[src/rtl/ptp_label_map.svh]
`ifndef PTP_LABEL_MAP_SVH
`define PTP_LABEL_MAP_SVH

// Field widths of the label bundle and of a request.
`define PTP_PART_W 16
`define PTP_MG_W 8
`define PTP_ADDR_W 32
`define PTP_DATA_W 32

// Exception levels, each with its own label register.
`define PTP_LEVELS 4
`define PTP_LEVEL_W 2

// Virtual-to-physical partition map depth and index width.
`define PTP_VMAP_N 8
`define PTP_VMAP_W 3

// Default label values of every partition space.
`define PTP_DEFAULT_PART 16'h0000
`define PTP_DEFAULT_MG 8'h00

// Implementation maxima; plain defaults that a system may override.
`define PTP_PROC_ID_MAX 16'h00FF
`define PTP_PROC_MG_MAX 8'hFF
`define PTP_COMP_NS_ID_MAX 16'h00FF
`define PTP_COMP_S_ID_MAX 16'h000F

`endif

[src/rtl/ptp_pkg.sv]
package ptp_pkg;
  `include "ptp_label_map.svh"

  typedef struct packed {
    logic [`PTP_PART_W-1:0] partition_id;
    logic [`PTP_MG_W-1:0] monitor_group;
    logic label_space_nonsecure;
  } ptp_label_t;

  typedef struct packed {
    logic [`PTP_PART_W-1:0] partition_id;
    logic [`PTP_MG_W-1:0] monitor_group;
  } ptp_level_reg_t;

  typedef struct packed {
    logic [`PTP_ADDR_W-1:0] addr;
    logic write;
    logic [`PTP_DATA_W-1:0] data;
  } ptp_req_t;

  typedef enum logic {
    PTP_TS_IDLE,
    PTP_TS_ISSUE
  } ptp_term_state_t;
endpackage

[src/rtl/ptp_vmap.sv]
`timescale 1ns/1ns
module ptp_vmap
  import ptp_pkg::*;
(
  input wire logic clk,
  input wire logic reset,
  input wire logic wr_en,
  input wire logic [`PTP_VMAP_W-1:0] wr_idx,
  input wire logic [`PTP_PART_W-1:0] wr_phys,
  input wire logic [`PTP_PART_W-1:0] virt_id,
  output logic [`PTP_PART_W-1:0] phys_id,
  output logic miss
);
  logic [`PTP_PART_W-1:0] map_q [`PTP_VMAP_N];

  // Each map entry is a physical partition id, cleared to the default.
  for (genvar i = 0; i < `PTP_VMAP_N; i++) begin : g_entry
    always_ff @(posedge clk or posedge reset) begin
      if (reset) begin
        map_q[i] <= `PTP_DEFAULT_PART;
      end else if (wr_en && wr_idx == `PTP_VMAP_W'(i)) begin
        map_q[i] <= wr_phys;
      end
    end
  end

  // A virtual id beyond the table cannot be mapped and counts as an error.
  assign miss = virt_id >= `PTP_PART_W'(`PTP_VMAP_N);
  assign phys_id = miss ? `PTP_DEFAULT_PART
                        : map_q[virt_id[`PTP_VMAP_W-1:0]];
endmodule

[src/rtl/ptp_label_gen.sv]
`timescale 1ns/1ns
module ptp_label_gen
  import ptp_pkg::*;
(
  input wire logic tagging_enable,
  input wire logic cur_secure,
  input wire logic virt_active,
  input wire ptp_level_reg_t sel_reg,
  input wire logic [`PTP_PART_W-1:0] mapped_id,
  input wire logic map_miss,
  input wire logic [`PTP_PART_W-1:0] id_max,
  input wire logic [`PTP_MG_W-1:0] mg_max,
  output ptp_label_t label,
  output logic part_err,
  output logic mg_err
);
  logic [`PTP_PART_W-1:0] phys_id;

  assign phys_id = virt_active ? mapped_id : sel_reg.partition_id;
  assign part_err = tagging_enable &&
                    ((virt_active && map_miss) || phys_id > id_max);
  assign mg_err = tagging_enable && sel_reg.monitor_group > mg_max;

  always_comb begin
    // The space bit follows the security state; no register holds it.
    label.label_space_nonsecure = !cur_secure;
    if (!tagging_enable || part_err) begin
      label.partition_id = `PTP_DEFAULT_PART;
    end else begin
      label.partition_id = phys_id;
    end
    // On either error the default group is chosen, the simpler option.
    if (!tagging_enable || part_err || mg_err) begin
      label.monitor_group = `PTP_DEFAULT_MG;
    end else begin
      label.monitor_group = sel_reg.monitor_group;
    end
  end
endmodule

[src/rtl/ptp_label_top.sv]
`timescale 1ns/1ns
// Operation
// - Partition id field at most 16 bits
// - Monitor group field at most 8 bits
// - Label: partition id, group, space bit
// - Secure, nonsecure physical plus optional virtual spaces
// - Valid ids run zero to implementation maximum
// - Component shows secure and nonsecure id maxima
// - Default id is zero in each space
// - Tagging off gives default physical id
// - Generation error may give default id
// - Tagging off gives default monitor group
// - Group error: register value or default
// - Tagging on, no error: register group
// - Interfaces carry secure or nonsecure ids
// - Space bit comes from security state
// - Implement requester and terminating behaviours
// - Requester labels every downstream request fully
// - Terminating slave never forwards received labels
// - Memory commands carry no label
// - Labels never alter functional memory behaviour
// - Speculative requests use current label configuration
// - Id taken from current level's register
module ptp_label_top
  import ptp_pkg::*;
#(
  parameter logic [`PTP_PART_W-1:0] PROC_ID_MAX = `PTP_PROC_ID_MAX,
  parameter logic [`PTP_MG_W-1:0] PROC_MG_MAX = `PTP_PROC_MG_MAX,
  parameter logic [`PTP_PART_W-1:0] COMP_NS_ID_MAX = `PTP_COMP_NS_ID_MAX,
  parameter logic [`PTP_PART_W-1:0] COMP_S_ID_MAX = `PTP_COMP_S_ID_MAX
) (
  input wire logic clk,
  input wire logic reset,
  input wire logic tagging_enable,
  input wire logic [`PTP_LEVEL_W-1:0] cur_level,
  input wire logic cur_secure,
  input wire ptp_level_reg_t [`PTP_LEVELS-1:0] level_label_register,
  input wire logic [`PTP_LEVELS-1:0] virt_enable,
  input wire logic vmap_wr_en,
  input wire logic [`PTP_VMAP_W-1:0] vmap_wr_idx,
  input wire logic [`PTP_PART_W-1:0] vmap_wr_phys,
  output logic [`PTP_PART_W-1:0] processor_id_max,
  input wire logic req_in_valid,
  input wire ptp_req_t req_in,
  output logic req_in_ready,
  output logic dn_valid,
  output ptp_req_t dn_req,
  output ptp_label_t dn_label,
  output logic dn_gen_error,
  input wire logic dn_ready,
  output logic [`PTP_PART_W-1:0] component_nonsecure_id_max,
  output logic [`PTP_PART_W-1:0] component_secure_id_max,
  input wire logic up_valid,
  input wire ptp_req_t up_req,
  input wire ptp_label_t up_label,
  output logic up_ready,
  output logic up_range_error,
  output logic mem_cmd_valid,
  output ptp_req_t mem_cmd,
  input wire logic mem_cmd_ready
);

  ////////////////////////////////////////////////////////////////////////////
  // Requester label generation.

  ptp_level_reg_t sel_reg;
  logic virt_active;
  logic [`PTP_PART_W-1:0] mapped_id;
  logic map_miss;
  ptp_label_t gen_label;
  logic gen_part_err;
  logic gen_mg_err;
  logic req_take;

  assign sel_reg = level_label_register[cur_level];
  assign virt_active = virt_enable[cur_level];
  assign processor_id_max = PROC_ID_MAX;

  ptp_vmap u_vmap (
    .clk(clk),
    .reset(reset),
    .wr_en(vmap_wr_en),
    .wr_idx(vmap_wr_idx),
    .wr_phys(vmap_wr_phys),
    .virt_id(sel_reg.partition_id),
    .phys_id(mapped_id),
    .miss(map_miss)
  );

  ptp_label_gen u_gen (
    .tagging_enable(tagging_enable),
    .cur_secure(cur_secure),
    .virt_active(virt_active),
    .sel_reg(sel_reg),
    .mapped_id(mapped_id),
    .map_miss(map_miss),
    .id_max(PROC_ID_MAX),
    .mg_max(PROC_MG_MAX),
    .label(gen_label),
    .part_err(gen_part_err),
    .mg_err(gen_mg_err)
  );

  ////////////////////////////////////////////////////////////////////////////
  // Requester output stage.

  assign req_in_ready = !dn_valid || dn_ready;
  assign req_take = req_in_valid && req_in_ready;

  always_ff @(posedge clk or posedge reset) begin
    if (reset) begin
      dn_valid <= 1'b0;
    end else if (req_in_ready) begin
      dn_valid <= req_in_valid;
    end
  end

  always_ff @(posedge clk or posedge reset) begin
    if (reset) begin
      dn_req <= '0;
      dn_label <= '0;
      dn_gen_error <= 1'b0;
    end else if (req_take) begin
      dn_req <= req_in;
      dn_label <= gen_label;
      dn_gen_error <= gen_part_err || gen_mg_err;
    end
  end

  ////////////////////////////////////////////////////////////////////////////
  // Terminating slave toward the memory devices.

  ptp_term_state_t term_q;
  logic up_take;

  assign component_nonsecure_id_max = COMP_NS_ID_MAX;
  assign component_secure_id_max = COMP_S_ID_MAX;

  assign up_ready = term_q == PTP_TS_IDLE;
  assign up_take = up_valid && up_ready;
  assign mem_cmd_valid = term_q == PTP_TS_ISSUE;

  always_ff @(posedge clk or posedge reset) begin
    if (reset) begin
      term_q <= PTP_TS_IDLE;
    end else begin
      case (term_q)
        PTP_TS_IDLE: begin
          if (up_valid) begin
            term_q <= PTP_TS_ISSUE;
          end
        end
        PTP_TS_ISSUE: begin
          if (mem_cmd_ready) begin
            term_q <= PTP_TS_IDLE;
          end
        end
        default: begin
          term_q <= PTP_TS_IDLE;
        end
      endcase
    end
  end

  always_ff @(posedge clk or posedge reset) begin
    if (reset) begin
      mem_cmd <= '0;
    end else if (up_take) begin
      mem_cmd <= up_req;
    end
  end

  always_ff @(posedge clk or posedge reset) begin
    if (reset) begin
      up_range_error <= 1'b0;
    end else if (up_take) begin
      up_range_error <= up_label.label_space_nonsecure
                        ? up_label.partition_id > COMP_NS_ID_MAX
                        : up_label.partition_id > COMP_S_ID_MAX;
    end
  end
endmodule

[config.mk]
export PLATFORM = sky130hd
export DESIGN_NAME = ptp_label_top
export DESIGN_NICKNAME = d
export VERILOG_FILES = /design/src/rtl/ptp_pkg.sv /design/src/rtl/ptp_vmap.sv /design/src/rtl/ptp_label_gen.sv /design/src/rtl/ptp_label_top.sv
export VERILOG_INCLUDE_DIRS = /design/src /design/src/rtl
export SDC_FILE = /design/constraint.sdc
export NUM_CORES = 1
export LEC_CHECK = 0
export ABC_AREA = 0
export ABC_CLOCK_PERIOD_IN_PS = 12200
export BUFFER_PORTS_ARGS = -buffer_cell sky130_fd_sc_hd__buf_2
export CAP_MARGIN = 10
export CELL_PAD_IN_SITES_DETAIL_PLACEMENT = 1
export CELL_PAD_IN_SITES_GLOBAL_PLACEMENT = 1
export CORE_AREA = 4 4 190 192
export DETAILED_ROUTE_END_ITERATION = 8
export DIE_AREA = 0 0 194 196
export MAX_ROUTING_LAYER = met4
export PLACE_DENSITY = 0.92
export SLEW_MARGIN = 20
export SYNTH_ARGS = -nofsm -noshare
export SYNTH_HDL_FRONTEND = slang
export SYNTH_HIERARCHICAL = 1
export SYNTH_SLANG_ARGS = --single-unit
[constraint.sdc]
create_clock -name clk -period 12.2 [get_ports clk]
set_input_delay 2.44 -clock clk [delete_from_list [all_inputs] [get_ports clk]]
set_output_delay 2.44 -clock clk [all_outputs]
set_load 0.02 [all_outputs]
## Word-level counts from Yosys, hierarchy flattened

Cells that the tools add are included.

- Bitwise gates (word level): 2
- Equality and inequality tests: 7
- Magnitude comparators: 7
- Reductions and logical operators: 22
- Muxes and demuxes: 15

Operators by type and width:

| operator | number |
|---|---|
| two-way mux 16 bit | 5 |
| binary-select mux 16 bit (select 3 bit) | 1 |
| binary-select mux 24 bit (select 2 bit) | 1 |
| greater-than comparator 16 x 8 -> 1 bit, second input constant | 2 |
| two-way mux 24 bit | 1 |
| >= comparator 16 x 4 -> 1 bit, second input constant | 1 |
| greater-than comparator 16 x 4 -> 1 bit, second input constant | 1 |
| logical AND 1 bit | 13 |
| == test 3 bit, second input constant | 4 |
| greater-than comparator 8 bit, second input constant | 1 |
| two-way mux 8 bit | 1 |
| == test 3 x 2 -> 1 bit, second input constant | 2 |
| logical OR 1 bit | 5 |
| >= comparator 4 bit, second input constant | 1 |
| two-way mux 1 bit | 4 |
| inverter 3 -> 4 bit | 1 |
| == test 3 x 1 -> 1 bit, second input constant | 1 |
| zero test 1 bit | 3 |
| zero test 3 bit | 1 |
| less-than comparator 2 x 3 -> 1 bit, second input constant | 1 |
| binary-select mux 1 bit (select 2 bit) | 1 |
| one-hot mux 1 bit (2 select lines) | 1 |
| inverter 1 bit | 1 |

- Flip-flop bits (word level): 287
- Word-level logic and storage cells: 74
- Output and inout port bits: 209

## Logic depth before layout (Yosys ltp)

- Depth in word-level cells: 14
- Mapped depth: 17
- Depth with buffers taken out: 13

## By module

Netlist, hierarchy kept.

By module, submodules not included:

| module | times used | sequential area each (um^2) | area each (um^2) | cells an instance |
|---|---|---|---|---|
| ptp_label_top | 1 | 3,978.8 | 7,118.1 | 427 |
| ptp_vmap | 1 | 3,203.1 | 5,908.2 | 358 |
| ptp_label_gen | 1 | 0.0 | 1,124.8 | 147 |

## Worst setup path before layout

Ideal clock, no wire load.

- Kind: input to register
- Start: in cur_level[0]
- End: reg dn_label[15] (netlist bit)
- Path slack: 6,030 ps
- Cell stages on the path: 17
- Arrival: 6,046 ps
- Required time: 12,075 ps
- Library setup time: 125 ps
- Buffers on the path: 5
- Path through: buf_6 > buf_6 > mux4_1 > buf_2 > buf_4 > mux4_2 > mux2i_1 > nor2_1 > mux2_2 > ha_1 > nand4_2 > nor4_4 > o21ai_1 > nand3_2 > buf_2 > a21boi_0 > mux2_2

RTL lines:

| element | line | RTL |
|---|---|---|
| from (decl) | ptp_label_top.sv:35 | `` input wire logic [`PTP_LEVEL_W-1:0] cur_level, `` |
| to (signal assigned) | ptp_label_top.sv:125 | `dn_label <= gen_label;` |
| to (decl) | ptp_label_top.sv:48 | `output ptp_label_t dn_label,` |

==> implementation parameters <==
Parameter                              Value

Logic synthesis
  Yosys warning count    6
  Register bit count reported by yosys    287
  Adder and majority gate portion of the synthesized area    2.122%
  Syn_area_per_cell    15.18 um^2
  Largest family of logic cells by synthesized area    multiplexers
  Xor and xnor area share after synthesis    0%
  Number of flops mapped to enable cells by yosys    0
  Share of flip-flops with an asynchronous set or reset    100.0%
  Portion of the post-synthesis area used by sequential elements    50.75%
  Netlist Area Pre-Place    14,150 um^2
  Area fraction in compound gates after synthesis    2.431%
  Flip-flop cell with the highest count after synthesis    sky130_fd_sc_hd__dfrtp_1
  Post-synthesis cell type count    48
  Mux cell area share after synthesis    35.17%
  Basic-gate share of the synthesized area counting and, or, nand and nor cells    3.245%
  Post-Synthesis Cells    932

Power and ir drop
  Switching Power    905.0 uW
  Peak supply drop    133.6 uV
  Portion of total power attributed to the clock network    32.9%
  P_leak    0.008545 uW
  Internal Dissipation    2050 uW
  Switch share    30.63%
  Comb pwr share    24.9%
  Pwr dens    167.6 nW/um^2
  Portion of total power attributed to sequential cells    42.1%

Worst setup path
  Worst Setup Path Type    input port to flip-flop
  Worst endpoint required time    12.69 ns
  Critical path fanouts, max    33
  Sort of element at the end of the critical path    flip-flop
  Critical path launch point type    input port
  Arrival @ worst endpoint    7.50 ns

STA
  Fmax achieved    0.1427 GHz
  Total of endpoints with negative setup slack in the final report    0
  Clock tree skew after final layout    0.01480 ns
  Total Negative Setup Slacks    0 ns
  Unrepaired setup endpoints after global routing    false
  Crit path time final    7.006 ns
  Smallest setup slack after layout    5.194 ns
  Worst rel slew slack    25.37%
  Final Cycle Share    57.43%
  Hold Vio Cnt, Final    0
  Actual transition at the worst max-transition pin    1.116 ns
  Total count of max-transition violations in the final report    0

Clock network
  Buffer count from post-CTS setup fixing    0
  Num CTS Buffers    31
  Number of hold buffers added after cts    0
  Number of buffers on the longest clock path    3
  Clock Pin Slew Worst Setup and Hold Paths    0.06 ns
  H-tree level count    1
  Clock tree from TritonCTS    built
  Buffer cell driving the clock tree root    sky130_fd_sc_hd__clkbuf_16
  # clock sinks    287
  Number of instances resized during post-cts repair    0
  Latest clock arrival within the worst-skew pair    0.56 ns

Final layout
  Fin cells    1,890
  Number of fill cells    3,577
  Area used by multi-input combinational logic    6369 um^2
  Number of nets in the finished design    1,686
  Share of the core filled with cells    51.30%
  Area growth, synth to finish    24.60%
  Area taken by flip-flops and latches    7182 um^2
  Share of final-layout standard cells stronger than drive strength 1    60.53%

Place
  DP Worst Slack    4.627 ns
  Post-detailed-placement half-perimeter wirelength    34,430 um
  Cell Count Post-Placement    1,797
  Count of port buffers added during placement    433
  Weighted congestion reported at the end of routability-driven placement    0.8834

Detailed routing
  Number of vias per cell    5.134
  Via count    9,704
  Average wire length per cell after detail routing    24.94 um
  DRT antenna net count    0
  First-pass iteration count of the detailed router    4
  Total routed wirelength    47,130 um
  Iteration-0 DRC count of the detailed router    319
  DRC violation count after routing    0

Floorplan
  Floorplan core area    34,370 um^2
  Number of I/O pins    494
  Vertical die dimension    196 um
  Die outline area    38,020 um^2
  Initial core utilization    41.17%
  Cell row count    68
  Chip Width    194 um

Global route
  Number of global-route vias before repair    11.22k
  Largest net degree at the start of global routing    94
  Wire length of the first global-routing pass    68,620 um
  GRT Util Overall    24.08%
  Number of antenna violations at the first check in global routing    33
  Total global routing overflow    0

Flow run
  Total of max-cap violations    0

Status
  Status    complete, no violations

Worst hold path
  Path type of the worst min-delay path    flip-flop to flip-flop
-- layout make-up --
class	count	area share [%]
Multi-Input combinational cell	582	36.12
Clock inverter	15	0.9296
Timing Repair Buffer	441	12.70
Tap cell	455	3.229
Sequential cell	287	40.73
Antenna cell	34	0.4825
Clock buffer	42	5.031
Inverter	34	0.7806
-- cell families (layout without fill, tap and decap cells) --
logic type	after synthesis	after routing
muxes	373	373
buffers and inverters	133	532
DFF	287	287
adders and majority gates	24	24
other	2	106
AOI/OAI and AO/OA	47	47
and+or+nand+nor	66	66
-- per-layer routing --
layer | wire, um | part of all wire [%] | vias to the layer above | global-route usage (%)
met3 | 3600 | 7.6 | 117 | 7.024
met5 | 0 | 0 | - | -
met2 | 24980 | 53 | 372 | 42.14
met1 | 16380 | 35 | 4972 | 24.92
li1 | - | - | 4243 | -
met4 | 2170 | 4.6 | 0 | 11.69
-- worst max-delay path: stages --
cell and delay, ns:
sky130_fd_sc_hd__buf_2 0.62, sky130_fd_sc_hd__mux4_2 0.39, sky130_fd_sc_hd__buf_4 0.56, sky130_fd_sc_hd__mux4_2 0.61, sky130_fd_sc_hd__mux2i_1 0.30, sky130_fd_sc_hd__nor2_1 0.08, sky130_fd_sc_hd__mux2_2 0.33, sky130_fd_sc_hd__ha_1 0.32
sky130_fd_sc_hd__nand4_2 0.18, sky130_fd_sc_hd__nor4_4 0.41, sky130_fd_sc_hd__nand4_2 0.57, sky130_fd_sc_hd__a211oi_1 0.44, sky130_fd_sc_hd__mux2_2 0.20
-- flip-flops by register name, summed over array words and instances, names as in the netlist --
register        cells
dn_gen_error        1
dn_label           25
dn_req             65
dn_valid            1
mem_cmd            65
mem_cmd_valid       1
u_vmap/map_q      128
up_range_error      1
-- per-stage QoR --
stage                     total power (uW)  cell area, um^2  hold slack (ns)
after detailed placement              1984            16470           0.4882
final                                 2955            17630           0.5006
after CTS                             2967            17520           0.5023
after floorplan                       1724            14410           0.4738
after global routing                  3090            17630           0.5181
after global placement                1924            16460           0.4813
-- Yosys cell counts (2+ instances only) --
master | number | share of area, %
sky130_fd_sc_hd__clkbuf_1 | 2 | 0.053
sky130_fd_sc_hd__inv_1 | 34 | 0.90
sky130_fd_sc_hd__mux4_2 | 32 | 5.1
sky130_fd_sc_hd__dfrtp_1 | 287 | 51
sky130_fd_sc_hd__conb_1 | 2 | 0.053
sky130_fd_sc_hd__o2111ai_1 | 2 | 0.12
sky130_fd_sc_hd__buf_2 | 16 | 0.57
sky130_fd_sc_hd__mux4_1 | 25 | 4.6
sky130_fd_sc_hd__a211oi_1 | 4 | 0.21
sky130_fd_sc_hd__a21oi_1 | 9 | 0.32
sky130_fd_sc_hd__nor4_1 | 7 | 0.31
sky130_fd_sc_hd__nand4b_2 | 3 | 0.32
sky130_fd_sc_hd__a211oi_2 | 4 | 0.35
sky130_fd_sc_hd__nand2b_4 | 2 | 0.19
sky130_fd_sc_hd__mux2i_1 | 18 | 1.3
sky130_fd_sc_hd__nand4_2 | 3 | 0.27
sky130_fd_sc_hd__a31oi_1 | 2 | 0.088
sky130_fd_sc_hd__buf_1 | 4 | 0.11
sky130_fd_sc_hd__nor2b_1 | 3 | 0.13
sky130_fd_sc_hd__mux2_2 | 281 | 22
sky130_fd_sc_hd__nor3b_4 | 2 | 0.27
sky130_fd_sc_hd__nand4_1 | 4 | 0.18
sky130_fd_sc_hd__buf_6 | 18 | 1.4
sky130_fd_sc_hd__buf_4 | 57 | 3.0
sky130_fd_sc_hd__nor3_4 | 2 | 0.23
sky130_fd_sc_hd__mux2_4 | 17 | 1.8
sky130_fd_sc_hd__o21a_1 | 2 | 0.11
sky130_fd_sc_hd__a21boi_0 | 15 | 0.80
sky130_fd_sc_hd__nor3_1 | 3 | 0.11
sky130_fd_sc_hd__ha_1 | 24 | 2.1
sky130_fd_sc_hd__o21ai_0 | 3 | 0.11
sky130_fd_sc_hd__nor2_1 | 20 | 0.53
sky130_fd_sc_hd__nand2_1 | 10 | 0.27
-- layout by cell type, fill, tap and decap left out, types with 17 or more instances in the layout --
| cell type | count |
|---|---|
| sky130_fd_sc_hd__mux2_4 | 17 |
| sky130_fd_sc_hd__mux2i_1 | 18 |
| sky130_fd_sc_hd__diode_2 | 34 |
| sky130_fd_sc_hd__conb_1 | 72 |
| sky130_fd_sc_hd__ha_1 | 24 |
| sky130_fd_sc_hd__dfrtp_1 | 287 |
| sky130_fd_sc_hd__inv_1 | 32 |
| sky130_fd_sc_hd__mux2_2 | 281 |
| sky130_fd_sc_hd__buf_2 | 433 |
| sky130_fd_sc_hd__mux4_1 | 24 |
| sky130_fd_sc_hd__mux4_2 | 33 |
| sky130_fd_sc_hd__clkbuf_16 | 31 |
| sky130_fd_sc_hd__nor2_1 | 20 |
-- path summary, 6_finish.rpt --
kind	from	endpoint	slack (ns)	depth (start not counted)
max reg2reg	u_vmap/map_q[14]	dn_label[3]	8.40	10
min in group asynchronous	reset	u_vmap/map_q[125]	2.04	2
max in group asynchronous	reset	mem_cmd[35]	8.76	3
max	cur_level[0]	dn_label[3]	5.19	13
min	u_vmap/map_q[18]	u_vmap/map_q[18]	0.50	1
min reg2reg	u_vmap/map_q[18]	u_vmap/map_q[18]	0.50	1
-- power groups by stage --
stage	clock, uW	sequential, uW	combinational, uW
after floorplan	0	1330	392
after global placement	0	1230	697
after detailed placement	0	1250	731
after CTS	987	1240	739
after global routing	1040	1260	789
final	973	1240	737
(Power assumes the default switching activity.)
